**src/hdl/usb_ep_pkg.sv**
```systemverilog
// Shared constants and types for the endpoint status flag block
package usb_ep_pkg;

  // Register port geometry
  localparam int REG_AW = 2;
  localparam int REG_DW = 8;

  // Register addresses
  localparam logic [REG_AW-1:0] STATUS_ADDR = 2'h0;
  localparam logic [REG_AW-1:0] CONFIG_ADDR = 2'h1;
  localparam logic [REG_AW-1:0] EVENT_ADDR  = 2'h2;
  localparam logic [REG_AW-1:0] MASK_ADDR   = 2'h3;

  // Endpoint status register layout; event and mask registers share it
  localparam int TX_DONE_BIT   = 0;
  localparam int OUT_B0_BIT    = 1;
  localparam int SETUP_BIT     = 2;
  localparam int STALL_CRC_BIT = 3;
  localparam int IN_READY_BIT  = 4;
  localparam int STALL_REQ_BIT = 5;
  localparam int OUT_B1_BIT    = 6;

  // Configuration register layout
  localparam int CFG_TYPE_LSB = 0;
  localparam int CFG_TYPE_MSB = 1;
  localparam int CFG_PP_BIT   = 2;

  // Reset values
  localparam logic [REG_DW-1:0] MASK_RST   = 8'h00;
  localparam logic [REG_DW-1:0] READ_IDLE  = 8'h00;

  // Endpoint transfer type, as held in the configuration register
  typedef enum logic [1:0] {
    EP_CONTROL   = 2'h0,
    EP_ISO       = 2'h1,
    EP_BULK      = 2'h2,
    EP_INTERRUPT = 2'h3
  } ep_type_t;

  localparam ep_type_t TYPE_RST = EP_CONTROL;

endpackage
```
**src/hdl/irq_gate.sv**
```systemverilog
// Interrupt mask register and level interrupt output
`timescale 1ns/1ps
module irq_gate
  import usb_ep_pkg::*;
(
  input  wire logic              ref_clk,
  input  wire logic              rst_n,
  input  wire logic              mask_wr,
  input  wire logic [REG_DW-1:0] mask_wdata,
  input  wire logic [REG_DW-1:0] event_bits,
  output logic      [REG_DW-1:0] mask_r,
  output logic                   irq
);

  // Mask written whole by software
  always_ff @(posedge ref_clk)
  begin
    if (!rst_n)
      mask_r <= MASK_RST;
    else if (mask_wr)
      mask_r <= mask_wdata;
  end

  // Level output, both terms come from flip-flops
  assign irq = |(event_bits & mask_r);

endmodule // irq_gate

```
**src/hdl/sticky_bits.sv**
```systemverilog
// Vector of sticky event bits, hardware set wins over a clear
`timescale 1ns/1ps
module sticky_bits
  import usb_ep_pkg::*;
#(
  parameter int W = 8
)(
  input  wire logic         ref_clk,
  input  wire logic         rst_n,
  input  wire logic [W-1:0] set_bits,
  input  wire logic         clear_all,
  output logic      [W-1:0] bits_r
);

  // An event landing in the clearing cycle survives the clear
  always_ff @(posedge ref_clk)
  begin
    if (!rst_n)
      bits_r <= '0;
    else if (clear_all)
      bits_r <= set_bits;
    else
      bits_r <= bits_r | set_bits;
  end

endmodule // sticky_bits

```
**src/hdl/usb_endpoint_status_flags.sv**
```systemverilog
// Endpoint status flags, NAK back-pressure and interrupt for one endpoint
//
// The address-and-strobe port and the register offsets were left to the implementer.
`timescale 1ns/1ps
module usb_endpoint_status_flags
  import usb_ep_pkg::*;
(
  input  wire logic              ref_clk,
  input  wire logic              rst_n,
  // Register port
  input  wire logic [REG_AW-1:0] reg_addr,
  input  wire logic [REG_DW-1:0] reg_wdata,
  input  wire logic              reg_wr,
  input  wire logic              reg_rd,
  output logic      [REG_DW-1:0] reg_rdata,
  // Transaction events from the serial engine
  input  wire logic              setup_rx_ok,
  input  wire logic              setup_token,
  input  wire logic              data_rx_done,
  input  wire logic              data_crc_err,
  input  wire logic              out_stored,
  input  wire logic              out_stored_bank,
  input  wire logic              out_token,
  input  wire logic              out_token_bank,
  input  wire logic              in_sent,
  input  wire logic              in_acked,
  input  wire logic              stall_sent,
  // Handshake steering toward the serial engine
  output logic                   out_nak,
  output logic                   setup_fifo_write_ok,
  output logic                   stall_handshake_en,
  output logic                   in_packet_ready,
  // Interrupt
  output logic                   irq
);

  // Status flags
  logic                 stall_sent_crc_flag_r;
  logic                 setup_received_flag_r;
  logic                 out_bank0_received_flag_r;
  logic                 out_bank1_received_flag_r;
  logic                 in_transmit_complete_flag_r;
  logic                 in_packet_ready_bit_r;
  logic                 stall_request_bit_r;

  // Configuration
  ep_type_t             ep_type_r;
  logic                 ping_pong_r;

  // Decoded strobes and qualified events
  logic                 is_iso;
  logic                 is_control;
  logic                 status_wr;
  logic                 config_wr;
  logic                 mask_wr;
  logic                 event_rd;
  logic                 setup_set;
  logic                 stall_set;
  logic                 crc_update;
  logic                 crc_rise;
  logic                 b0_set;
  logic                 b1_set;
  logic                 in_done;
  logic [REG_DW-1:0]    event_set;
  logic [REG_DW-1:0]    event_r;
  logic [REG_DW-1:0]    mask_r;
  logic [REG_DW-1:0]    status_view;
  logic [REG_DW-1:0]    config_view;
  logic [REG_DW-1:0]    rdata_nxt;
  logic [REG_DW-1:0]    rdata_r;

  // Firmware write-zero clears, one per hardware-set flag
  logic                 clr_tx_done;
  logic                 clr_out_b0;
  logic                 clr_setup;
  logic                 clr_stall_crc;
  logic                 clr_out_b1;

  // Transfer type decode
  assign is_iso     = (ep_type_r == EP_ISO);
  assign is_control = (ep_type_r == EP_CONTROL);

  // Register strobes
  assign status_wr = reg_wr && (reg_addr == STATUS_ADDR);
  assign config_wr = reg_wr && (reg_addr == CONFIG_ADDR);
  assign mask_wr   = reg_wr && (reg_addr == MASK_ADDR);
  assign event_rd  = reg_rd && (reg_addr == EVENT_ADDR);

  // Writing one keeps a flag, so firmware can clear a single flag
  // with a plain write without racing the hardware on the others
  assign clr_tx_done   = status_wr && !reg_wdata[TX_DONE_BIT];
  assign clr_out_b0    = status_wr && !reg_wdata[OUT_B0_BIT];
  assign clr_setup     = status_wr && !reg_wdata[SETUP_BIT];
  assign clr_stall_crc = status_wr && !reg_wdata[STALL_CRC_BIT];
  assign clr_out_b1    = status_wr && !reg_wdata[OUT_B1_BIT];

  // Hardware set conditions
  assign setup_set  = setup_rx_ok;
  assign stall_set  = stall_sent && stall_request_bit_r && !is_iso;
  assign crc_update = data_rx_done && is_iso;
  // Only a fresh error raises an event; a run of bad packets interrupts once
  assign crc_rise   = crc_update && data_crc_err && !stall_sent_crc_flag_r;
  // Bank select is forced to 0 unless ping-pong is on
  assign b0_set     = out_stored && !(ping_pong_r && out_stored_bank);
  assign b1_set     = out_stored && ping_pong_r && out_stored_bank;
  // Iso completes on transmission, others wait for the ACK
  assign in_done    = is_iso ? in_sent : in_acked;

  // Stall sent / CRC error flag; in iso mode it mirrors the last packet's CRC
  // Switching type keeps the flag, so firmware clears it after reconfiguring
  always_ff @(posedge ref_clk)
  begin
    if (!rst_n)
      stall_sent_crc_flag_r <= 1'b0;
    else if (setup_set)
      stall_sent_crc_flag_r <= 1'b0;
    else if (is_iso)
    begin
      // Software writes have no effect in iso mode
      if (crc_update)
        stall_sent_crc_flag_r <= data_crc_err;
    end
    else if (stall_set)
      stall_sent_crc_flag_r <= 1'b1;
    else if (clr_stall_crc)
      stall_sent_crc_flag_r <= 1'b0;
  end

  // Setup received flag; hardware never clears it
  // A second SETUP before the clear simply sets it again
  always_ff @(posedge ref_clk)
  begin
    if (!rst_n)
      setup_received_flag_r <= 1'b0;
    else if (setup_set)
      setup_received_flag_r <= 1'b1;
    else if (clr_setup)
      setup_received_flag_r <= 1'b0;
  end

  // OUT bank 0 flag
  always_ff @(posedge ref_clk)
  begin
    if (!rst_n)
      out_bank0_received_flag_r <= 1'b0;
    else if (setup_set)
      out_bank0_received_flag_r <= 1'b0;
    else if (b0_set)
      out_bank0_received_flag_r <= 1'b1;
    else if (clr_out_b0)
      out_bank0_received_flag_r <= 1'b0;
  end

  // OUT bank 1 flag, only reachable in ping-pong mode
  always_ff @(posedge ref_clk)
  begin
    if (!rst_n)
      out_bank1_received_flag_r <= 1'b0;
    else if (setup_set)
      out_bank1_received_flag_r <= 1'b0;
    else if (b1_set)
      out_bank1_received_flag_r <= 1'b1;
    else if (clr_out_b1)
      out_bank1_received_flag_r <= 1'b0;
  end

  // IN transmit complete flag
  // Cleared by firmware before it queues the next IN packet
  always_ff @(posedge ref_clk)
  begin
    if (!rst_n)
      in_transmit_complete_flag_r <= 1'b0;
    else if (setup_set)
      in_transmit_complete_flag_r <= 1'b0;
    else if (in_done)
      in_transmit_complete_flag_r <= 1'b1;
    else if (clr_tx_done)
      in_transmit_complete_flag_r <= 1'b0;
  end

  // IN packet ready; a firmware write in the completing cycle wins,
  // so a packet queued right then is not dropped
  always_ff @(posedge ref_clk)
  begin
    if (!rst_n)
      in_packet_ready_bit_r <= 1'b0;
    else if (setup_set)
      in_packet_ready_bit_r <= 1'b0;
    else if (status_wr)
      in_packet_ready_bit_r <= reg_wdata[IN_READY_BIT];
    else if (in_done)
      in_packet_ready_bit_r <= 1'b0;
  end

  // Stall request, held until firmware drops it or a SETUP arrives
  // A request written while a SETUP lands is lost; firmware must re-arm it
  always_ff @(posedge ref_clk)
  begin
    if (!rst_n)
      stall_request_bit_r <= 1'b0;
    else if (setup_set)
      stall_request_bit_r <= 1'b0;
    else if (status_wr)
      stall_request_bit_r <= reg_wdata[STALL_REQ_BIT];
  end

  // Endpoint configuration
  // Type changes take effect on the next packet; flags are not reset by them
  always_ff @(posedge ref_clk)
  begin
    if (!rst_n)
    begin
      ep_type_r   <= TYPE_RST;
      ping_pong_r <= 1'b0;
    end
    else if (config_wr)
    begin
      ep_type_r   <= ep_type_t'(reg_wdata[CFG_TYPE_MSB:CFG_TYPE_LSB]);
      ping_pong_r <= reg_wdata[CFG_PP_BIT];
    end
  end

  // NAK further OUT data to a bank still holding unread data;
  // iso endpoints never NAK and simply overwrite
  always_comb
  begin
    out_nak = 1'b0;
    if (out_token && !is_iso)
    begin
      if (ping_pong_r && out_token_bank)
        out_nak = out_bank1_received_flag_r;
      else
        out_nak = out_bank0_received_flag_r;
    end
  end

  // A SETUP on a control endpoint is never held back by the OUT flag
  assign setup_fifo_write_ok = setup_token && is_control;

  // Handshake levels from flip-flops
  assign stall_handshake_en = stall_request_bit_r;
  assign in_packet_ready    = in_packet_ready_bit_r;

  // Events: one bit per hardware-set flag, same layout as status
  // A SETUP outranks every other event in its cycle: the flags it wipes
  // must not leave an interrupt behind that points at nothing
  always_comb
  begin
    event_set                = '0;
    event_set[TX_DONE_BIT]   = in_done && !setup_set;
    event_set[OUT_B0_BIT]    = b0_set && !setup_set;
    event_set[SETUP_BIT]     = setup_set;
    event_set[STALL_CRC_BIT] = !setup_set && (stall_set || crc_rise);
    event_set[OUT_B1_BIT]    = b1_set && !setup_set;
  end

  // Sticky event bits, cleared by reading them
  sticky_bits #(
    .W         (REG_DW)
  ) u_events (
    .ref_clk   (ref_clk),
    .rst_n     (rst_n),
    .set_bits  (event_set),
    .clear_all (event_rd),
    .bits_r    (event_r)
  );

  // Mask gates the events onto the interrupt line
  irq_gate u_irq (
    .ref_clk    (ref_clk),
    .rst_n      (rst_n),
    .mask_wr    (mask_wr),
    .mask_wdata (reg_wdata),
    .event_bits (event_r),
    .mask_r     (mask_r),
    .irq        (irq)
  );

  // Status view; unused bit 7 reads zero
  // Bits 4 and 5 are firmware-owned levels; the rest are hardware-set flags
  always_comb
  begin
    status_view                = '0;
    status_view[TX_DONE_BIT]   = in_transmit_complete_flag_r;
    status_view[OUT_B0_BIT]    = out_bank0_received_flag_r;
    status_view[SETUP_BIT]     = setup_received_flag_r;
    status_view[STALL_CRC_BIT] = stall_sent_crc_flag_r;
    status_view[IN_READY_BIT]  = in_packet_ready_bit_r;
    status_view[STALL_REQ_BIT] = stall_request_bit_r;
    status_view[OUT_B1_BIT]    = out_bank1_received_flag_r;
  end

  // Configuration view
  always_comb
  begin
    config_view                            = '0;
    config_view[CFG_TYPE_MSB:CFG_TYPE_LSB] = ep_type_r;
    config_view[CFG_PP_BIT]                = ping_pong_r;
  end

  // Read selection; the event value is taken before its clear lands
  always_comb
  begin
    rdata_nxt = READ_IDLE;
    if (reg_rd)
    begin
      unique case (reg_addr)
        STATUS_ADDR: rdata_nxt = status_view;
        CONFIG_ADDR: rdata_nxt = config_view;
        EVENT_ADDR:  rdata_nxt = event_r;
        MASK_ADDR:   rdata_nxt = mask_r;
      endcase
    end
  end

  // Read data stand only in the cycle after the strobe
  always_ff @(posedge ref_clk)
  begin
    if (!rst_n)
      rdata_r <= READ_IDLE;
    else
      rdata_r <= rdata_nxt;
  end

  // Registered read port; idle cycles read zero so a stray sample is harmless
  assign reg_rdata = rdata_r;

endmodule // usb_endpoint_status_flags

```
**config.mk**
```make
export PLATFORM = sky130hd
export DESIGN_NAME = usb_endpoint_status_flags
export DESIGN_NICKNAME = d
export VERILOG_FILES = /design/src/hdl/usb_ep_pkg.sv /design/src/hdl/irq_gate.sv /design/src/hdl/sticky_bits.sv /design/src/hdl/usb_endpoint_status_flags.sv
export SDC_FILE = /design/constraint.sdc
export NUM_CORES = 1
export LEC_CHECK = 0
export BUFFER_PORTS_ARGS = -buffer_cell sky130_fd_sc_hd__buf_2
export CAP_MARGIN = 30
export CORE_AREA = 5 5 71 60
export DETAILED_ROUTE_END_ITERATION = 8
export DIE_AREA = 0 0 76 65
export HOLD_SLACK_MARGIN = 0.15
export SLEW_MARGIN = 20
export SYNTH_ARGS = -nofsm -noshare
export SYNTH_HDL_FRONTEND = slang
export SYNTH_SLANG_ARGS = --single-unit
```
**constraint.sdc**
```tcl
create_clock -name ref_clk -period 1.35 [get_ports ref_clk]
set_input_delay 0.135 -clock ref_clk [delete_from_list [all_inputs] [get_ports ref_clk]]
set_output_delay 0.135 -clock ref_clk [all_outputs]
set_load 0.02 [all_outputs]
```
## After elaboration in Yosys (flattened, before gate mapping)

Index checks and enable logic that the tools add are counted.

- Bits in latches: 0
- Logic and storage cells: 88
- Bits of input ports: 25
- Output and inout bits: 13
- Memories: 0
- Bits in writable memories: 0
- Flip-flop bits (word level): 34
- ROM bits: 0

- $mul: 0
- Bitwise operators: 3
- Muxes and demuxes: 19
- Div/mod/pow operators: 0
- $add $sub $neg: 0
- Reductions and logical operators: 48
- $lt $le $gt $ge: 0
- Shift-type cells: 0
- Equality and inequality tests: 5

Operator list:

| operator | count |
|---|---|
| case mux 8 bit (4 select lines) | 1 |
| logical AND 1 bit | 25 |
| two-way mux 1 bit | 17 |
| nonzero test 2 bit | 5 |
| zero test 1 bit | 9 |
| AND 8 bit | 1 |
| bitwise OR 8 x 7 -> 8 bit | 1 |
| OR reduction 8 bit | 1 |
| two-way mux 7 bit | 1 |
| equality test 2 x 1 -> 1 bit, second input constant | 2 |
| equality test 2 bit, second input constant | 2 |
| zero test 2 bit | 2 |
| AND reduction 2 bit | 2 |
| OR reduction 2 bit | 2 |
| nonzero test 3 bit | 1 |
| inequality test 2 x 1 -> 1 bit, second input constant | 1 |
| logical OR 1 bit | 1 |
| NOT 1 bit | 1 |

## Depth between registers and ports, before layout

- Word-level depth: 8
- Mapped depth: 4
- Mapped depth without buffers: 3

## By module

Synthesis repeated with hierarchy kept, for this count alone.

- Cell total of the unflattened synthesis: 150
- Area total of the unflattened synthesis: 1491.4 sq um

By module, submodules not included:

| module | cells an instance | instances | seq. area each (sq um) | area an instance (sq um) |
|---|---|---|---|---|
| usb_endpoint_status_flags | 95 | 1 | 360.3 | 878.3 |
| irq_gate | 30 | 1 | 160.2 | 337.8 |
| sticky_bits | 25 | 1 | 160.2 | 275.3 |

## Worst setup path before layout

OpenSTA, ideal clock, no wires.

- Kind: flip-flop to output port
- From: reg ep_type_r[1]
- To: out out_nak
- Path slack: 281 ps
- Data arrival time: 934 ps
- Path buffers: 0
- Data required time: 1215 ps
- Stages on the path, launching flop included: 4
- Cells stage by stage: dfxtp_1 nand2b_1 nand2_1 a21oi_1

- Cells in the longest elaborated chain, start to end: 4

Ends and longest elaborated chain:

| element | RTL line | source |
|---|---|---|
| from (decl) | usb_endpoint_status_flags.sv:47 | `ep_type_t ep_type_r;` |
| from (signal assigned) | usb_endpoint_status_flags.sv:218 | `ep_type_r <= ep_type_t'(reg_wdata[CFG_TYPE_MSB:CFG_TYPE_LSB]);` |
| equality test 2 x 1 -> 1 bit | usb_endpoint_status_flags.sv:80 | `assign is_iso = (ep_type_r == EP_ISO);` |
| zero test 1 bit | usb_endpoint_status_flags.sv:228 | `if (out_token && !is_iso)` |
| logical AND 1 bit | usb_endpoint_status_flags.sv:228 |  |
| two-way mux 1 bit | usb_endpoint_status_flags.sv:228 |  |
| to (decl) | usb_endpoint_status_flags.sv:29 | `output logic out_nak,` |

No other way between the ends.

## Final worst setup path

- From: reg u_irq.mask_r[3]
- To: out irq

- Cells in the longest elaborated chain, start to end: 2

Ends and longest elaborated chain:

| element | RTL line | source |
|---|---|---|
| from (decl) | irq_gate.sv:11 | `output logic [REG_DW-1:0] mask_r,` |
| from (signal assigned) | irq_gate.sv:21 | `mask_r <= mask_wdata;` |
| AND 8 bit | irq_gate.sv:25 | `assign irq = \|(event_bits & mask_r);` |
| OR reduction 8 bit | irq_gate.sv:25 |  |
| to (decl) | usb_endpoint_status_flags.sv:34 | `output logic irq` |

No other way between the ends.

==> PnR_summary.wiki <==
{| class="wikitable"
! Metric !! Value
|-
| Max Fanout on Critical Path || 2
|-
| Cell-internal power || 1.66 mW
|-
| Area of placed instances || 1560 um^2
|-
| Slowest cell on the critical path || a222oi_1
|-
| Horizontal die dimension || 76 um
|-
| Sum Neg Setup Slack || -0.0617 ns
|-
| Clock network fraction of design power || 0.443
|-
| TritonCTS clock tree || yes
|-
| Most numerous cell in the Yosys netlist || dfxtp_1
|-
| Net count of the mapped netlist || 156
|-
| Number of top-level pins || 38
|-
| Worst Max-Slew Pin Slew || 0.340 ns
|-
| Cell type with the largest total area after synthesis || dfxtp_1
|-
| Number of antenna violations at the first check in global routing || 0
|-
| Top cells by instance count after synthesis || dfxtp_1 (31), nor2b_1 (17), mux2i_1 (12)
|-
| Power density of the placed cells || 1170 nW/um^2
|-
| Asr flop ratio synth || 0
|-
| Wire length of the first global-routing pass || 5770 um
|-
| Stage delay of the slowest cell on the critical path || 0.35 ns
|-
| Peak ir drop on the vdd network || 0.658 mV
|-
| Routability cong. || 0.774
|-
| Overall power || 2.14 mW
|-
| Worst clock skew on the final layout || 0.0110 ns
|-
| MaxCap Viol Count || 0
|-
| Count of distinct cell types in the synthesized netlist || 30
|-
| Largest delay contributor family on the critical path || compound AO/OA/AOI/OAI gates
|-
| Final-report setup violation count || 1
|-
| Vias per cell || 5.24
|-
| Maximum number of pins on one net before global-route repair || 18
|-
| Fin crit share || 1.05
|-
| Switch share || 0.226
|-
| Mean Syn Cell Area || 10.1 um^2
|-
| Achievable clock frequency || 708 MHz
|-
| Buffering stage count on the worst path with inverters included || 1
|-
| Yosys warnings || 0
|-
| Later-pin clock latency in the skew report || 0.29 ns
|-
| Placement-stage worst setup slack || 0.0835 ns
|-
| Leakage || 0.819 nW
|-
| Die Footprint || 4940 um^2
|-
| Setup repair after global routing missed its margin || true
|-
| Register bit total from synthesis || 31
|-
| Cts bufs inserted || 5
|-
| Outcome || finished with violations
|-
| Number of levels in the clock H-tree || 2
|-
| Slew headroom || 0.767
|-
| Primary FF master, synth || dfxtp_1
|-
| Clock Path Buffers || 2
|-
| Shortest clock period the worst path allows after layout || 1.41 ns
|-
| Arr. time, crit path || 1.28 ns
|-
| CTS Sinks || 31
|-
| Hold Path Class || in -> reg
|-
| Grt total ovfl || 0
|-
| Clock slew at reported path FFs || 0.07 ns
|-
| Seq/Total Area, Yosys || 0.471
|-
| Wirelength, routed || 3440 um
|-
| Share of total power in sequential cells || 0.450
|-
| Kind of launch point of the worst setup path || flop
|-
| PnR worst setup slack || -0.0617 ns
|-
| Required time of the critical path || 1.22 ns
|-
| Via count of the first global-routing pass || 1162
|-
| Non-filler cells in the finished layout || 232
|-
| Area share of the largest cell type after synthesis || 0.471
|-
| Cell-by-cell listing of the critical path || a222oi_1 > nand2_1 > buf_6
|-
| Core area || 3580 um^2
|-
| Nets || 212
|-
| Combinational share of power || 0.107
|-
| Number of vias after detailed routing || 1216
|-
| Synthesized instance count || 131
|-
| Drt wl/cell || 14.8 um
|-
| IO buf count || 37
|-
| Post-route DRC || 0
|-
| Initial Utilization || 0.368
|-
| Number of flops mapped to enable cells by yosys || 0
|-
| Main area contributors after synthesis || dfxtp_1 (47%), mux2i_1 (9.1%), nor2b_1 (8.1%)
|-
| Height of the die || 65 um
|-
| Detail Placement HPWL || 2530 um
|-
| Worst Setup Path Type || reg -> out
|-
| Failing checks || negative setup slack
|-
| Mapped Area || 1320 um^2
|-
| Category of the worst setup path capture point || output port
|-
| Final design instance area without fill || 1840 um^2
|-
| Final hold vios || 0
|-
| CTS Root Buffer Type || clkbuf_8
|-
| DR iter-0 viols || 64
|-
| Instance count after placement with tap cells included || 211
|-
| Number of core rows || 20
|-
| Number of max-slew violations in the final report || 0
|-
| Relative area change from synthesis to final layout || 39.5%
|-
| Total global-route track usage || 0.149
|-
| Switching Power || 0.484 mW
|-
| Antenna Cells || 0
|-
| Detailed-router iteration count before antenna repair || 4
|-
| Detail Route Antenna Nets || 0
|-
| Layout cell share with drive strength beyond 1 || 0.335
|}
path summary, 6_finish.rpt:
path	slack, ns	cells after the start	to	start
worst max-delay path	-0.06	3	irq	u_irq.mask_r[3]
worst min-delay path	0.15	3	stall_handshake_en	reg_wr
worst max register to register	0.25	3	in_packet_ready	ep_type_r[1]
worst min register to register	0.45	2	reg_rdata[7]	u_irq.mask_r[7]
routing by layer:
layer  global-route usage  routed length, um  vias to the layer above
met5                    0                  0                        -
met4               0.0533                 70                        0
met3               0.0597                230                       10
met2                0.225               1560                       44
met1                0.191               1580                      575
li1                     -                  -                      587
cell families (layout without fill, tap and decap cells):
logic type / after synthesis / count (layout) / share of synthesized area
buf+inv: 6 / 63 / 0.0209
mux: 17 / 17 / 0.160
simple gates: 53 / 53 / 0.221
flops: 31 / 31 / 0.471
compound gates: 24 / 24 / 0.127
placed cells by master, fill, tap and decap left out, drive strengths merged:
cell type | synthesis | layout
nand2b | 2 | 2
bufinv | 0 | 1
nor2 | 6 | 6
nor3b | 1 | 1
a21oi | 8 | 8
o2bb2ai | 1 | 1
dlygate4sd3 | 0 | 12
clkbuf | 1 | 6
a41o | 1 | 1
o311ai | 1 | 1
clkinv | 0 | 1
a32o | 1 | 1
o21ai | 4 | 4
o22ai | 1 | 1
or3b | 1 | 1
nand3b | 3 | 3
inv | 1 | 1
nor3 | 2 | 2
a22o | 2 | 2
nand3 | 8 | 8
and2 | 1 | 1
dfxtp | 31 | 31
mux4 | 3 | 3
mux2i | 12 | 12
nor2b | 17 | 17
a22oi | 3 | 3
a31oi | 1 | 1
nand4b | 1 | 1
buf | 4 | 42
nand2 | 11 | 11
a222oi | 1 | 1
mux2 | 2 | 2
power by group through the flow:
stage               sequential, mW  clock, mW  combinational, mW
global placement             0.983          0              0.194
floorplan                    0.982          0              0.107
finish                       0.964      0.949              0.230
detailed placement           0.985          0              0.197
CTS                          0.965      0.969              0.229
global route                 0.966       1.00              0.254
metrics by stage:
stage	hold slack, ns	utilization
after floorplan	0.260	-
after global placement	0.399	0.437
after detailed placement	0.407	0.437
after CTS	0.165	0.513
after global routing	0.191	0.514
final	0.148	0.514
worst reg2reg max path: cells and delay by family, from the launching register on:
| family | cells | cell delay, ns |
|---|---|---|
| muxes | 1 | 0.35 |
| AOI/OAI and AO/OA | 1 | 0.21 |
| and+or+nand+nor | 1 | 0.14 |
| DFF | 1 | 0.37 |
sequential cells by signal, summed over array words and instances (netlist names):
name	count
u_irq.mask_r	8
out_bank0_received_flag_r	1
in_transmit_complete_flag_r	1
ep_type_r	2
u_events.bits_r	5
stall_handshake_en	1
stall_sent_crc_flag_r	1
in_packet_ready	1
ping_pong_r	1
reg_rdata	8
out_bank1_received_flag_r	1
setup_received_flag_r	1
area by class of cell:
class                   count  area (um^2)
multi-input cells          94          683
well taps                  44         55.1
inverters                   1         3.75
clock buffers               6         82.6
flip-flops and latches     31          627
fillers                   343         1740
repair buffers             54          352
clock inverters             2         35.0
timing repair:
item,in CTS,in global routing
gates resized for setup,5,5
buffers inserted,1,0
pin swaps,2,0
hold endpoints to repair,17,0
hold buffers,13,0
endpoints found under the setup margin,2,3
Note: power is estimated with default switching activity, not from simulation.
